File: config.mk
export PLATFORM = sky130hd
export DESIGN_NAME = ipr_top
export DESIGN_NICKNAME = d
export VERILOG_FILES = /design/src/hdl/ipr_pkg.sv /design/src/hdl/ipr_field_if.sv /design/src/hdl/ipr_field.sv /design/src/hdl/ipr_top.sv
export SDC_FILE = /design/constraint.sdc
export NUM_CORES = 1
export LEC_CHECK = 0
export BUFFER_PORTS_ARGS = -buffer_cell sky130_fd_sc_hd__buf_2
export CORE_ASPECT_RATIO = 0.9
export CORE_MARGIN = 2
export CORE_UTILIZATION = 54
export DETAILED_ROUTE_END_ITERATION = 12
export PLACE_DENSITY_LB_ADDON = 0.2
export SYNTH_ARGS = -nofsm -noshare
export SYNTH_HDL_FRONTEND = slang
export SYNTH_SLANG_ARGS = --single-unit
File: constraint.sdc
create_clock -name pclk -period 2.21 [get_ports pclk]
set_input_delay 0.3315 -clock pclk [delete_from_list [all_inputs] [get_ports pclk]]
set_output_delay 0.3315 -clock pclk [all_outputs]
set_load 0.05 [all_outputs]
File: src/hdl/ipr_pkg.sv
// Package for the interrupt priority register bank.
// Assumes a 32-bit APB bus and 16-bit registers held in the low half-word.

package ipr_pkg;

    // ------------------------------------------------------------
    // Bus geometry
    // ------------------------------------------------------------
    localparam int unsigned IPR_ADDR_W = 12;  // Byte address width
    localparam int unsigned IPR_DATA_W = 32;  // APB data width
    localparam int unsigned IPR_REG_W = 16;   // Implemented register width
    localparam int unsigned IPR_NUM_REGS = 6; // Registers in this bank
    localparam int unsigned IPR_NUM_SRC = 16; // Priority fields in this bank
    localparam int unsigned IPR_PRIO_W = 3;   // Width of one priority field

    // ------------------------------------------------------------
    // Register byte offsets
    // ------------------------------------------------------------
    localparam logic [11:0] PRIO_UART2_INT2_TIMER5_OFF = 12'h000;
    localparam logic [11:0] PRIO_CAN_SPI2_OFF = 12'h004;
    localparam logic [11:0] PRIO_DMA_CH3_OFF = 12'h008;
    localparam logic [11:0] PRIO_DMA_CH4_PARALLEL_PORT_OFF = 12'h00c;
    localparam logic [11:0] PRIO_CALENDAR_DMA_CH5_OFF = 12'h010;
    localparam logic [11:0] PRIO_CRC_UART_ERRORS_OFF = 12'h014;

    // ------------------------------------------------------------
    // Field values
    // ------------------------------------------------------------
    // Top bit set, lower two clear: level four after reset
    localparam logic [2:0] IPR_PRIO_RESET = 3'h4;
    // Zero means the source is switched off
    localparam logic [2:0] IPR_PRIO_OFF = 3'h0;

    // ------------------------------------------------------------
    // Source indices, in register order
    // ------------------------------------------------------------
    localparam int unsigned SRC_UART2_TX = 0;
    localparam int unsigned SRC_UART2_RX = 1;
    localparam int unsigned SRC_EXT_IRQ2 = 2;
    localparam int unsigned SRC_TIMER5 = 3;
    localparam int unsigned SRC_CAN_EVENT = 4;
    localparam int unsigned SRC_CAN_RX_READY = 5;
    localparam int unsigned SRC_SPI2_EVENT = 6;
    localparam int unsigned SRC_SPI2_ERROR = 7;
    localparam int unsigned SRC_DMA_CH3_DONE = 8;
    localparam int unsigned SRC_DMA_CH4_DONE = 9;
    localparam int unsigned SRC_PARALLEL_PORT = 10;
    localparam int unsigned SRC_CALENDAR = 11;
    localparam int unsigned SRC_DMA_CH5_DONE = 12;
    localparam int unsigned SRC_CRC_ERROR = 13;
    localparam int unsigned SRC_UART2_ERROR = 14;
    localparam int unsigned SRC_UART1_ERROR = 15;

    // ------------------------------------------------------------
    // Field layout: register index and low bit of each source
    // ------------------------------------------------------------
    localparam int unsigned IPR_FIELD_REG [16] = '{
        0, 0, 0, 0, 1, 1, 1, 1, 2, 3, 3, 4, 4, 5, 5, 5};
    localparam int unsigned IPR_FIELD_LSB [16] = '{
        12, 8, 4, 0, 12, 8, 4, 0, 0, 8, 4, 8, 4, 12, 8, 4};

endpackage : ipr_pkg

File: src/hdl/ipr_field_if.sv
// Interface between the register bank and one priority field.
// Assumes the bank drives clock, reset and write strobe for each field.

interface ipr_field_if;
    logic clk;             // Register clock
    logic rst_n;           // Asynchronous reset, active low
    logic ce;              // Clock enable, freezes the field when low
    logic wr_en;           // Write strobe, one cycle
    logic [2:0] wr_data;   // New field value
    logic [2:0] value;     // Stored field value

    modport ctrl (
        output clk,
        output rst_n,
        output ce,
        output wr_en,
        output wr_data,
        input value
    );

    modport field (
        input clk,
        input rst_n,
        input ce,
        input wr_en,
        input wr_data,
        output value
    );
endinterface : ipr_field_if

File: src/hdl/ipr_field.sv
// One three-bit priority field with its reset value.
// Assumes the bank only strobes a write at the APB completion edge.

module ipr_field
(
    ipr_field_if.field bus
);
    import ipr_pkg::*;

    // ------------------------------------------------------------
    // State
    // ------------------------------------------------------------
    typedef struct packed {
        logic [2:0] value;  // Stored priority level
    } ipr_field_state_t;

    ipr_field_state_t r;       // Current state
    ipr_field_state_t next_r;  // Next state

    // Next value: a write replaces all three bits
    always_comb
    begin
        next_r = r;
        if (bus.wr_en)
        begin
            next_r.value = bus.wr_data;
        end
    end

    // Register; reset leaves level four, top bit set
    always_ff @(posedge bus.clk or negedge bus.rst_n)
    begin
        if (!bus.rst_n)
        begin
            r.value <= IPR_PRIO_RESET;
        end
        else if (bus.ce)
        begin
            r <= next_r;
        end
    end

    assign bus.value = r.value;
endmodule : ipr_field

File: src/hdl/ipr_top.sv
// Interrupt priority register bank behind an APB slave port.
// Assumes an APB master on pclk and a CAN-present strap from a pin.
//
// What this block does
// - Three-bit fields; seven is the highest level
// - One is lowest; values map to levels
// - Zero disables its source completely
// - Reset sets field top bit, clears others
// - Unimplemented and spacer bits read zero
// - First register: UART2 tx/rx, irq2, timer5
// - Second register: CAN event/rx, SPI2 event/error
// - CAN sources off without CAN, three edges after release or strap drop
// - Third register: only DMA channel 3 field
// - Fourth register: DMA channel 4, parallel port
// - Fifth register: calendar, DMA channel 5
// - Sixth register: CRC, UART2 and UART1 errors
// - Every source starts at level four

module ipr_top
(
    input wire logic pclk,
    input wire logic presetn,
    input wire logic ce,
    input wire logic psel,
    input wire logic penable,
    input wire logic pwrite,
    input wire logic [ipr_pkg::IPR_ADDR_W-1:0] paddr,
    input wire logic [ipr_pkg::IPR_DATA_W-1:0] pwdata,
    output logic [ipr_pkg::IPR_DATA_W-1:0] prdata,
    output logic pready,
    output logic pslverr,
    input wire logic can_present,
    output logic [15:0][2:0] src_priority,
    output logic [15:0] src_active
);
    import ipr_pkg::*;

    // ------------------------------------------------------------
    // State
    // ------------------------------------------------------------
    typedef struct packed {
        logic can_meta;          // First strap synchroniser stage
        logic can_sync;          // Second strap synchroniser stage
        logic pready;            // Access phase answer
        logic pslverr;           // Unmapped or unaligned access
        logic [31:0] prdata;     // Read data held for the master
        logic [15:0][2:0] prio;  // Effective level per source
        logic [15:0] active;     // Source may be presented
    } ipr_top_state_t;

    ipr_top_state_t r;       // Current state
    ipr_top_state_t next_r;  // Next state

    // ------------------------------------------------------------
    // Address decode
    // ------------------------------------------------------------
    logic [2:0] sel;        // Register index selected by paddr
    logic sel_ok;           // Address hits a register
    logic setup;            // APB setup cycle
    logic wr_fire;          // Write completes at this edge
    logic [15:0][2:0] field_val;  // Stored field values
    logic [15:0] rd_word;   // Read view of the selected register

    // Decode byte address to a register index
    always_comb
    begin
        sel = 3'h0;
        sel_ok = 1'b1;
        case (paddr)
            PRIO_UART2_INT2_TIMER5_OFF:
            begin
                sel = 3'h0;
            end
            PRIO_CAN_SPI2_OFF:
            begin
                sel = 3'h1;
            end
            PRIO_DMA_CH3_OFF:
            begin
                sel = 3'h2;
            end
            PRIO_DMA_CH4_PARALLEL_PORT_OFF:
            begin
                sel = 3'h3;
            end
            PRIO_CALENDAR_DMA_CH5_OFF:
            begin
                sel = 3'h4;
            end
            PRIO_CRC_UART_ERRORS_OFF:
            begin
                sel = 3'h5;
            end
            default:
            begin
                // Unaligned or outside the bank
                sel_ok = 1'b0;
            end
        endcase
    end

    // Setup cycle starts every transfer
    assign setup = psel & ~penable;

    // Write lands only at the edge that completes the access
    assign wr_fire = ce & psel & penable & r.pready & pwrite & ~r.pslverr;

    // ------------------------------------------------------------
    // Priority fields
    // ------------------------------------------------------------
    ipr_field_if fif[IPR_NUM_SRC] ();

    genvar g;
    generate
        for (g = 0; g < IPR_NUM_SRC; g++)
        begin : g_field
            // Shared clock, reset and enable
            assign fif[g].clk = pclk;
            assign fif[g].rst_n = presetn;
            assign fif[g].ce = ce;
            // Strobe only the field that lives in the selected register
            assign fif[g].wr_en = wr_fire &
                (sel == 3'(IPR_FIELD_REG[g]));
            // Only the three field bits are taken; the rest is dropped
            assign fif[g].wr_data =
                pwdata[IPR_FIELD_LSB[g] +: IPR_PRIO_W];
            assign field_val[g] = fif[g].value;

            ipr_field u_field
            (
                .bus (fif[g].field)
            );
        end
    endgenerate

    // ------------------------------------------------------------
    // Read view
    // ------------------------------------------------------------
    // Assemble the selected register; all other bits stay zero
    always_comb
    begin
        rd_word = 16'h0000;
        for (int i = 0; i < IPR_NUM_SRC; i++)
        begin
            if (sel == 3'(IPR_FIELD_REG[i]))
            begin
                // Fields sit at fixed low bits, spacer above
                rd_word[IPR_FIELD_LSB[i] +: IPR_PRIO_W] =
                    field_val[i];
            end
        end
    end

    // ------------------------------------------------------------
    // Next state
    // ------------------------------------------------------------
    // Bus answer, strap sampling and effective levels
    always_comb
    begin
        next_r = r;

        // Strap passes two flops before anything looks at it
        next_r.can_meta = can_present;
        next_r.can_sync = r.can_meta;

        // Answer one cycle after setup; access lasts one cycle
        next_r.pready = setup;
        // Error stands only beside ready, never left over
        next_r.pslverr = 1'b0;
        if (setup)
        begin
            // Capture read data and error in the setup cycle
            next_r.pslverr = ~sel_ok;
            if (sel_ok && !pwrite)
            begin
                next_r.prdata = {16'h0000, rd_word};
            end
            else
            begin
                // Writes and errors read back zero
                next_r.prdata = 32'h0000_0000;
            end
        end

        // Effective level per source, as the arbiter sees it
        for (int i = 0; i < IPR_NUM_SRC; i++)
        begin
            next_r.prio[i] = field_val[i];
        end

        // Without CAN hardware both CAN sources are held off
        if (!r.can_sync)
        begin
            next_r.prio[SRC_CAN_EVENT] = IPR_PRIO_OFF;
            next_r.prio[SRC_CAN_RX_READY] = IPR_PRIO_OFF;
        end

        // Zero level keeps the source from ever being presented
        for (int i = 0; i < IPR_NUM_SRC; i++)
        begin
            next_r.active[i] = (next_r.prio[i] != IPR_PRIO_OFF);
        end
    end

    // ------------------------------------------------------------
    // State register
    // ------------------------------------------------------------
    // Reset assumes CAN present so levels match the fields at once;
    // a missing CAN forces its levels off three edges after release.
    always_ff @(posedge pclk or negedge presetn)
    begin
        if (!presetn)
        begin
            r.can_meta <= 1'b1;
            r.can_sync <= 1'b1;
            r.pready <= 1'b0;
            r.pslverr <= 1'b0;
            r.prdata <= 32'h0000_0000;
            r.prio <= {IPR_NUM_SRC{IPR_PRIO_RESET}};
            r.active <= 16'hffff;
        end
        else if (ce)
        begin
            r <= next_r;
        end
    end

    // ------------------------------------------------------------
    // Outputs
    // ------------------------------------------------------------
    // All outputs come straight from the state register
    assign prdata = r.prdata;
    assign pready = r.pready;
    assign pslverr = r.pslverr;
    assign src_priority = r.prio;
    assign src_active = r.active;
endmodule : ipr_top

==> metrics.txt, run 1 <==
status=complete, no violations; Hold WC Path Type=in2reg; final instance count without filler cells=748; Sw Share=0.2993; Skew-Pair Late Insertion Delay=410 ps; Final Hold Vio Count=0; Seq/Total Area, Yosys=0.5167; CP bufs+invs=1; via/cell ratio=5.425; root buffer cell=clkbuf_16; number of placed cells counting well taps=715; share of layout cells above drive strength 1=0.5389; post-CTS setup buffers=0; CP top delay family=simple AND/OR/NAND/NOR gates; largest family of logic cells by synthesized area=multiplexers; setup TNS=0 ps; Critical Path AT=2050 ps; I/O pin count=149; routed len/inst=17.64 um; DRT iter0 DRCs=306; initial antenna violation count=0; crit path kind=in2reg; CTS buffer count=17; min Tclk post-route=1765 ps; area fraction in compound gates after synthesis=0.07424; Post-Synth XOR/XNOR Area=0; Final nets=630; count of final max-slew check failures=0; RSZ-0062 raised after global routing=false; Post-Route Skew=6.975 ps; Starting Density=0.5527; Worst path max stage delay=600 ps; Max Freq=0.5667 GHz; Yosys warnings=0; startpoint types=primary input; DRC Markers=0; logic gate share of total power=0.149; FFs w/ async S/R, synth=1.000; Flop pwr share=0.438; top-count cell post-synth=buf_4; CTS tree=built; Area Growth Syn to Fin=11.62%; area leader, netlist=dfrtp_1; Synth Area in Simple Gates=0.09246; largest net degree at the start of global routing=91; CTS H-tree depth=4; Synth Cell Area=6320 um2; Die H=106.6 um; Crit-path slowest cell=or4_4; drt total wl=13,190 um; first-pass GRT wire length=21,690 um; top cells by area, synth=dfrtp_1 (31%), dfstp_2 (21%), mux2_2 (15%); met2 GRT Util=0.3625; EDFF count, synth=0; hpwl dp=9538 um; Max VDD drop=701.5 uV; total net switching power=0.001810 W; crit path max fanout=12; M1 GR Usage=0.2998; total global routing overflow=0; top_reg_cell synth=dfrtp_1; cell row count=37; final period utilization=0.7985; Avg Inst Size Synth=11.92 um2; CTS sink cnt=128; Port-buffer cells=108; routability cong.=0.8609; Routed Antenna Nets=0; area of the core=11,430 um2; total number of vias=4,058; FF+latch count, synth=128; die width=118.0 um; Die ar.=12,590 um2; Post-Synth Adder-Cell Area=0; crit-path cells=buf_2 > or4_4 > nor4_4 > and2_4 > mux2_4; clock power share=0.414; diode count=0; Worst Max-Slew Pin Slew=580.9 ps; post-synth cell types=46; max-cap violation count=0; Max Buffers Root-to-Sink=2; internal power=0.004238 W; GR Util met3=0.05319; LEAKAGE=3.392 nW; vias in the first global route=4,100; PD cells=857.3 nW/um2; Slew headroom=0.6091; DRT Pass-1 Iters=4; commonest cells in the netlist=buf_4 (97), mux2_2 (82), dfrtp_1 (78), dfstp_2 (50), nor2_1 (31); crit path capture type=flip-flop; clock transition at the registers of the reported paths=60 ps; post-synthesis mux area share=0.1794; global routing's busiest layer=met2; CP Data Required Time=2500 ps; cell count after synthesis=530; post-synth top area share=0.3088; gr usage total=0.2231; Setup-failing EPs final=0
[per-layer routing]
layer  routed length (um)  part of all wire
met1                 5992              0.45
met2                 6422              0.49
met3                  671             0.051
met4                  108            0.0082
met5                    0                 0
[state kept, by name, indices dropped and copies added (netlist names)]
name / cells
g_field.u_field.bus.value: 48
next_r: 1
prdata: 12
pready: 1
pslverr: 1
r: 1
src_active: 16
src_priority: 48
[worst reg2reg max path, cell delays in order, from the launching register on]
cell and delay (ps):
dfrtp_1 340, inv_1 60, nor4_2 280, buf_4 190, and4_1 180, buf_4 160, mux2_2 340
[layout make-up]
type	instances	area, um2
sequential	128	3266
tap	156	195.2
timing repair buffer	129	753.2
fill	965	4380
clock inverter	15	115.1
multi-input combinational	293	2262
inverter	10	37.54
clock buffer	17	425.4
[worst paths after layout]
check / from / endpoint / slack, ps / cells after the start
setup / recovery: paddr[9] / g_field[6].u_field.bus.value[0]$_DFFE_PN0P_ / 450 / 5
hold / removal: can_present / next_r[98]$_DFFE_PN1P_ / 160 / 2
setup reg to reg: pready$_DFFE_PN0P_ / g_field[10].u_field.bus.value[1]$_DFFE_PN0P_ / 540 / 6
hold reg to reg: src_priority[17]$_DFFE_PN1P_ / src_priority[17]$_DFFE_PN1P_ / 470 / 2
max in group asynchronous: presetn / src_active[12]$_DFFE_PN1P_ / 1080 / 3
min in group asynchronous: presetn / pready$_DFFE_PN0P_ / 470 / 2
[cells in the final DEF, fill, tap and decap left out, types with 15 or more instances in the layout]
cell type  Yosys  routed
conb_1         1      20
dfrtp_1       78      78
mux2_2        82      82
clkbuf_16      0      17
nor3_1        15      15
nor2_1        31      31
buf_2          2     107
buf_4         97      17
nand2_1       22      22
dfstp_2       50      50
[stage by stage]
step	hold WS (ps)	power, W	util	setup WS [ps]	cell area [um2]
floorplan	35.91	0.003459	-	161.3	6391
global placement	361.6	0.003571	0.5688	45.31	6504
detailed placement	364.7	0.003591	0.5688	34.95	6504
CTS	146.2	0.006110	0.6169	451.6	7054
global route	150.5	0.006279	0.6169	388.7	7054
finish	157.2	0.006048	0.6169	445.4	7054
[cell families (layout without fill, tap and decap cells)]
group           count (synthesis)  in the layout
flops                         128            128
compound gates                 69             69
simple gates                  106            106
buf+inv                       128            171
other cells                     1             20
mux                            98             98
[power by group through the flow]
stage                     Sequential, W  Combinational, W  Clock (W)
after floorplan                 0.00265          0.000808          0
after global placement          0.00268          0.000891          0
after detailed placement        0.00269          0.000904          0
after CTS                       0.00265          0.000908    0.00255
after global routing            0.00267          0.000957    0.00265
final                           0.00265          0.000900    0.00250
[timing repair]
action | CTS | global route
hold buffers | 1 | 0
endpoints found under the setup margin | 0 | 0
endpoints found under the hold margin | 21 | 0
gates resized for setup | 0 | 0
Note: power is estimated with default switching activity, not from simulation.
==> inputs of run 2 (changes only) <==
--- a/config.mk
+++ b/config.mk
@@ -8,7 +8,7 @@
 export BUFFER_PORTS_ARGS = -buffer_cell sky130_fd_sc_hd__buf_2
 export CORE_ASPECT_RATIO = 0.9
 export CORE_MARGIN = 2
-export CORE_UTILIZATION = 54
+export CORE_UTILIZATION = 49
 export DETAILED_ROUTE_END_ITERATION = 12
 export PLACE_DENSITY_LB_ADDON = 0.2
 export SYNTH_ARGS = -nofsm -noshare
==> constraint.sdc (replaced) <==
create_clock -name pclk -period 1.6 [get_ports pclk]
set_input_delay 0.24 -clock pclk [delete_from_list [all_inputs] [get_ports pclk]]
set_output_delay 0.24 -clock pclk [all_outputs]
set_load 0.05 [all_outputs]
==> run 2 against run 1 <==
The flow now finishes with violations (setup timing). Combinational power grew 43%. Global-route usage shrank 0.56 points. Via count grew 2.4%. Clock power grew 49%. Critical endpoint is now g_field[13].u_field.bus.value[0]$_DFFE_PN0P_.
==> metrics.txt, run 2 (synthesis results as in run 1) <==
Worst Setup Slack, final=-49.59 ps (was 445.4 ps); routability cong.=0.8572 (was 0.8609); crit path launch=pready$_DFFE_PN0P_ (was paddr[9]); storage element area=3268 um2 (was 3266 um2); Skew-Pair Late Insertion Delay=420 ps (was 410 ps); Setup-failing EPs final=6 (was 0); share of layout cells above drive strength 1=0.5617 (was 0.5389); Worst Reg-to-Reg Cells=6 (unchanged); PD cells=1184 nW/um2 (was 857.3 nW/um2); CP endpoint=g_field[13].u_field.bus.value[0]$_DFFE_PN0P_ (was g_field[6].u_field.bus.value[0]$_DFFE_PN0P_); diode count=0 (unchanged); min Tclk post-route=1650 ps; setup TNS=-228.4 ps (was 0 ps); total global routing overflow=0 (unchanged); vias in the first global route=4,088 (was 4,100); clock power share=0.429 (was 0.414); status=finished, violations left (was complete, no violations); violated checks=setup timing; RSZ-0062 raised after global routing=true (was false); Final Hold Vio Count=0 (unchanged); DRT Pass-1 Iters=4 (unchanged); Sw Share=0.2771 (was 0.2993); Die H=111.7 um (was 106.6 um); initial antenna violation count=0 (unchanged); Hold WC Path Type=in2reg (unchanged); cell row count=39 (was 37); Max Buffers Root-to-Sink=2 (unchanged); DRT iter0 DRCs=194 (was 306); crit path max fanout=7 (was 12); Max Freq=0.6062 GHz; DRC Markers=0 (unchanged); I/O pin count=149 (unchanged); Fillers=1,077 (was 965); first-pass GRT wire length=22,490 um (was 21,690 um); via/cell ratio=5.329 (was 5.425); Die ar.=13,820 um2 (was 12,590 um2); Area Growth Syn to Fin=16.00% (was 11.62%); total number of vias=4,157 (was 4,058); max-cap violation count=0 (unchanged); crit path capture type=flip-flop (unchanged); area of the core=12,640 um2 (was 11,430 um2); hpwl dp=10,020 um (was 9538 um); routed len/inst=18.25 um (was 17.64 um); r2r endpoint=g_field[13].u_field.bus.value[0]$_DFFE_PN0P_ (was g_field[10].u_field.bus.value[1]$_DFFE_PN0P_); Max VDD drop=661.7 uV (was 701.5 uV); drt total wl=14,230 um (was 13,190 um); Post-Route Skew=9.893 ps (was 6.975 ps); CTS buffer count=17 (unchanged); Flop pwr share=0.423 (was 0.438); Starting Density=0.5000 (was 0.5527); Worst Max-Slew Pin Slew=513.0 ps (was 580.9 ps); CP Data Required Time=1910 ps (was 2500 ps); Critical Path AT=1950 ps (was 2050 ps); final instance count without filler cells=780 (was 748); CTS H-tree depth=4 (unchanged); startpoint types=flip-flop (was primary input); total net switching power=0.002404 W (was 0.001810 W); LEAKAGE=3.545 nW (was 3.392 nW); internal power=0.006274 W (was 0.004238 W); crit path kind=reg2reg (was in2reg); number of placed cells counting well taps=743 (was 715); logic gate share of total power=0.148 (was 0.149); area of the multi-input gates=2311 um2 (was 2262 um2); R2R Path Start=pready$_DFFE_PN0P_ (unchanged); final period utilization=1.031; clock transition at the registers of the reported paths=50 ps (was 60 ps); Core Util, Final=0.5800 (was 0.6169); root buffer cell=clkbuf_16 (unchanged); worst hold start=can_present (unchanged); Final nets=654 (was 630); commonest cells after routing, fill and taps aside=buf_2 (105), mux2_2 (76), dfrtp_1 (76) (was buf_2 (107), mux2_2 (82), dfrtp_1 (78)); CTS sink cnt=128 (unchanged); largest net degree at the start of global routing=89 (was 91); Port-buffer cells=108 (unchanged); gr usage total=0.2175 (was 0.2231); die width=123.7 um (was 118.0 um); count of final max-slew check failures=0 (unchanged); CTS tree=built (unchanged); Slew headroom=0.6580 (was 0.6091); r2r setup slk=-50 ps (was 540 ps); Routed Antenna Nets=0 (unchanged); leading cell type in the layout, fill and taps excluded=buf_2 (unchanged)
## run 2: cell types whose count changed in the layout (fill, tap and decap cells not counted), moves of 4 or more
cell / delta
mux2_4: +6
buf_4: +23
buf_6: +5
clkbuf_1: +5
mux2_2: -6
clkinvlp_4: -4
clkbuf_8: +6
## run 2: per-layer routing
layer  part of all wire  global-route usage  vias up
met1               0.45              0.2999     2082
met5                  0                   0        -
li1                   -                   -     1915
met2               0.47              0.3308      137
met3              0.058             0.05072       23
met4              0.018             0.08939        0
## run 2: cell type report
class	instances	area share
clock buffers	28	0.07186
multi-input cells	293	0.3152
repair buffers	153	0.1272
clock inverters	4	0.006827
well taps	164	0.02799
inverters	10	0.005120
flip-flops and latches	128	0.4458
## run 2: power groups by stage
| stage | logic, W | clock network [W] | registers [W] |
|---|---|---|---|
| after global placement | 0.00126 | 0 | 0.00371 |
| after CTS | 0.00129 | 0.00377 | 0.00367 |
| final | 0.00129 | 0.00372 | 0.00367 |
| after detailed placement | 0.00128 | 0 | 0.00372 |
| after floorplan | 0.00112 | 0 | 0.00366 |
| after global routing | 0.00137 | 0.00392 | 0.00370 |
## run 2: critical path, stage by stage, from the launching register on
cell and delay [ps]:
dfrtp_2 370, inv_2 50, nor4_4 270, buf_4 180
nand4_1 180, buf_6 210, mux2_2 280
## run 2: how the worst min path moves through the flow
stage,end,slack [ps],cells past startpoint
after CTS,next_r[98]$_DFFE_PN1P_,50,2
after floorplan,g_field[0].u_field.bus.value[0]$_DFFE_PN0P_,-60,0
final,next_r[98]$_DFFE_PN1P_,60,2
after detailed placement,src_priority[15]$_DFFE_PN0P_,320,2
after global routing,next_r[98]$_DFFE_PN1P_,50,2
after global placement,src_priority[15]$_DFFE_PN0P_,310,2
## run 2: per-stage QoR
stage	setup WS, ps	hold WS (ps)	cell area, um2	power (W)
after floorplan	-247.0	-55.59	6421	0.004784
after global placement	-402.2	314.4	6658	0.004970
after detailed placement	-490.2	322.4	6658	0.004993
after CTS	-75.09	47.53	7286	0.008736
after global routing	-102.7	47.49	7331	0.008985
final	-49.59	55.28	7331	0.008678
## run 2: repair_timing
item	4_1_cts	5_1_grt
hold buffers	1	0
setup endpoints to repair	25	47
resized for setup	5	13
buffers inserted	4	0
hold endpoints to repair	78	0
pin swaps	2	1
==> inputs of run 3 (changes only) <==
--- a/config.mk
+++ b/config.mk
@@ -5,6 +5,7 @@
 export SDC_FILE = /design/constraint.sdc
 export NUM_CORES = 1
 export LEC_CHECK = 0
+export ABC_AREA = 1
 export BUFFER_PORTS_ARGS = -buffer_cell sky130_fd_sc_hd__buf_2
 export CORE_ASPECT_RATIO = 0.9
 export CORE_MARGIN = 2
==> run 3 against run 2 <==
The flow now finishes without violations. Clock skew up 4.7 ps. Non-clock buffer count down 17. Worst setup slack better by 180 ps. Largest power group unchanged. Highest routed layer unchanged.
==> metrics.txt, run 3 <==
status=complete, no violations (was finished, violations left); area leader, netlist=dfrtp_1 (unchanged); die width=124.1 um (was 123.7 um); CTS H-tree depth=4 (unchanged); max-cap violation count=0 (unchanged); CP Data Required Time=1890 ps (was 1910 ps); Die H=112.1 um (was 111.7 um); R2R Path Start=pslverr$_DFFE_PN0P_ (was pready$_DFFE_PN0P_); Skew-Pair Late Insertion Delay=420 ps (about the same); crit path max fanout=18 (was 7); crit path capture type=flip-flop (unchanged); clock power share=0.479 (was 0.429); EDFF count, synth=0 (unchanged); Post-Route Skew=14.56 ps (was 9.893 ps); top-count cell post-synth=nand2_1 (was buf_4); gr usage total=0.2179 (was 0.2175); crit-path cells=inv_1 > nand4_1 > nor2_4 > buf_4 > nand2_4 > nand2_1 > o21ai_2 (was inv_2 > nor4_4 > buf_4 > nand4_1 > buf_6 > mux2_2); Starting Density=0.5013 (was 0.5000); Fillers=1,169 (was 1,077); worst hold start=can_present (unchanged); Hold WC Path Type=in2reg (unchanged); Area Growth Syn to Fin=14.03% (was 16.00%); final instance count without filler cells=946 (was 780); commonest cells in the netlist=nand2_1 (148), buf_4 (100), nor2_1 (94), dfrtp_1 (78), dfstp_2 (50) (was buf_4 (97), mux2_2 (82), dfrtp_1 (78), dfstp_2 (50), nor2_1 (31)); CTS sink cnt=128 (unchanged); largest net degree at the start of global routing=81 (was 89); commonest cells after routing, fill and taps aside=nand2_1 (148), buf_2 (107), nor2_1 (94) (was buf_2 (105), mux2_2 (76), dfrtp_1 (76)); first-pass GRT wire length=22,980 um (was 22,490 um); Seq/Total Area, Yosys=0.5135 (was 0.5167); routed len/inst=15.19 um (was 18.25 um); hpwl dp=10,280 um (was 10,020 um); crit path kind=reg2reg (unchanged); Port-buffer cells=108 (unchanged); root buffer cell=clkbuf_16 (unchanged); total net switching power=0.002551 W (was 0.002404 W); FF+latch count, synth=128 (unchanged); via/cell ratio=4.901 (was 5.329); DRT iter0 DRCs=390 (was 194); I/O pin count=149 (unchanged); share of layout cells above drive strength 1=0.3568 (was 0.5617); total power=0.009427 W (was 0.008678 W); top cells by area, synth=dfrtp_1 (31%), dfstp_2 (21%), buf_4 (12%) (was dfrtp_1 (31%), dfstp_2 (21%), mux2_2 (15%)); Max Freq=0.6797 GHz (was 0.6062 GHz); Hold Slack=23.74 ps (was 55.28 ps); number of placed cells counting well taps=910 (was 743); Setup-failing EPs final=0 (was 6); cell row count=39 (unchanged); DRT Pass-1 Iters=4 (unchanged); initial antenna violation count=0 (unchanged); Final nets=820 (was 654); RSZ-0062 raised after global routing=false (was true); logic gate share of total power=0.134 (was 0.148); final period utilization=0.9195 (was 1.031); cell count after synthesis=716 (was 530); CTS tree=built (unchanged); internal power=0.006876 W (was 0.006274 W); top_reg_cell synth=dfrtp_1 (unchanged); routability cong.=0.9495 (was 0.8572); total number of vias=4,636 (was 4,157); Critical Path AT=1760 ps (was 1950 ps); Routed Antenna Nets=0 (unchanged); post-synth top area share=0.3069 (was 0.3088); Max VDD drop=839.4 uV (was 661.7 uV); min Tclk post-route=1471 ps (was 1650 ps); Yosys warnings=0 (unchanged); area of the core=12,690 um2 (was 12,640 um2); PD cells=1300 nW/um2 (was 1184 nW/um2); Worst path max stage delay=420 ps (was 370 ps); total global routing overflow=0 (unchanged); CP top delay family=simple AND/OR/NAND/NOR gates (unchanged); Die ar.=13,910 um2 (was 13,820 um2); startpoint types=flip-flop (unchanged); CTS buffer count=17 (unchanged); DRC Markers=0 (unchanged); crit path launch=pslverr$_DFFE_PN0P_ (was pready$_DFFE_PN0P_); CP bufs+invs=2 (was 3); Avg Inst Size Synth=8.882 um2 (was 11.92 um2); drt total wl=14,370 um (was 14,230 um); area of the multi-input gates=2095 um2 (was 2311 um2); Max Buffers Root-to-Sink=2 (unchanged); Final Hold Vio Count=0 (unchanged); FFs w/ async S/R, synth=1.000 (unchanged); storage element area=3268 um2 (unchanged); leading cell type in the layout, fill and taps excluded=nand2_1 (was buf_2); Crit-path slowest cell=dfrtp_2 (unchanged); Slew headroom=0.5934 (was 0.6580); clock transition at the registers of the reported paths=60 ps (was 50 ps); Flop pwr share=0.387 (was 0.423); LEAKAGE=3.614 nW (was 3.545 nW); count of final max-slew check failures=0 (unchanged); diode count=0 (unchanged); post-synth cell types=32 (was 46); vias in the first global route=4,366 (was 4,088); Synth Cell Area=6360 um2 (was 6320 um2); Sw Share=0.2706 (was 0.2771); Worst Max-Slew Pin Slew=609.9 ps (was 513.0 ps)
-- run 3: cell count changes after synthesis, moves of 14 or more --
cell | before | now
nand2_1 | 22 | 148
mux2_2 | 82 | 0
nor2_1 | 31 | 94
inv_1 | 10 | 49
o21ai_1 | 0 | 29
o21ai_0 | 12 | 34
o21ai_2 | 0 | 17
a31oi_1 | 0 | 16
nand2_2 | 0 | 14
nor3_1 | 15 | 1
-- run 3: worst reg2reg max path: cells and delay by family, from the launching register on --
kind / cells / cell delay (ps)
and+or+nand+nor: 4 / 620
buffers and inverters: 2 / 230
AOI/OAI and AO/OA: 1 / 60
DFF: 1 / 420
-- run 3: cell type report --
type,count,share of cell area
multi-input combinational,429,0.2888
clock inverter,14,0.03589
inverter,57,0.02950
clock buffer,18,0.05918
tap,164,0.02830
timing repair buffer,136,0.1077
sequential,128,0.4507
-- run 3: metrics by stage --
stage / setup slack (ps) / utilization / instance area, um2 / TNS, ps
2_1_floorplan: 10.82 / - / 6434 / 0
3_3_place_gp: 0.2202 / 0.5139 / 6520 / 0
3_5_place_dp: -44.65 / 0.5139 / 6520 / -314.4
4_1_cts: 28.60 / 0.5698 / 7229 / 0
5_1_grt: 27.16 / 0.5716 / 7252 / 0
6_report: 128.8 / 0.5716 / 7252 / 0
-- run 3: path summary, 6_finish.rpt --
| kind | to | slack (ps) | cells after the start |
|---|---|---|---|
| max | g_field[14].u_field.bus.value[1]$_DFFE_PN0P_ | 130 | 7 |
| min | next_r[98]$_DFFE_PN1P_ | 20 | 3 |
| max reg2reg | g_field[14].u_field.bus.value[1]$_DFFE_PN0P_ | 130 | 7 |
| min reg2reg | next_r[98]$_DFFE_PN1P_ | 470 | 2 |
| max in group asynchronous | pready$_DFFE_PN0P_ | 690 | 3 |
| min in group asynchronous | g_field[3].u_field.bus.value[1]$_DFFE_PN0P_ | 370 | 3 |
-- run 3: power groups by stage --
| stage | clock, W | combinational, W | sequential, W |
|---|---|---|---|
| floorplan | 0 | 0.00111 | 0.00366 |
| global placement | 0 | 0.00125 | 0.00368 |
| global route | 0.00473 | 0.00136 | 0.00367 |
| finish | 0.00452 | 0.00126 | 0.00364 |
| CTS | 0.00457 | 0.00127 | 0.00364 |
| detailed placement | 0 | 0.00127 | 0.00369 |
-- run 3: metal layers --
layer | wire length [um] | GRT usage
met5 | 0 | 0
met4 | 199 | 0.07715
met3 | 832 | 0.04980
met2 | 6063 | 0.3016
met1 | 7271 | 0.3348
-- run 3: logic make-up (layout without fill, tap and decap cells) --
kind of cell / after synthesis / count (layout) / synth area share
compound gates: 110 / 110 / 0.1049
other cells: 1 / 20 / 0.0005896
flops: 128 / 128 / 0.5135
simple gates: 299 / 299 / 0.2111
buf+inv: 178 / 225 / 0.1700
-- run 3: timing repair --
| action | in CTS | in global routing |
|---|---|---|
| hold endpoints to repair | 78 | 0 |
| setup endpoints to repair | 6 | 17 |
| pin swaps | 0 | 1 |
| hold buffers | 1 | 0 |
| buffers inserted | 0 | 3 |
| resized for setup | 2 | 0 |
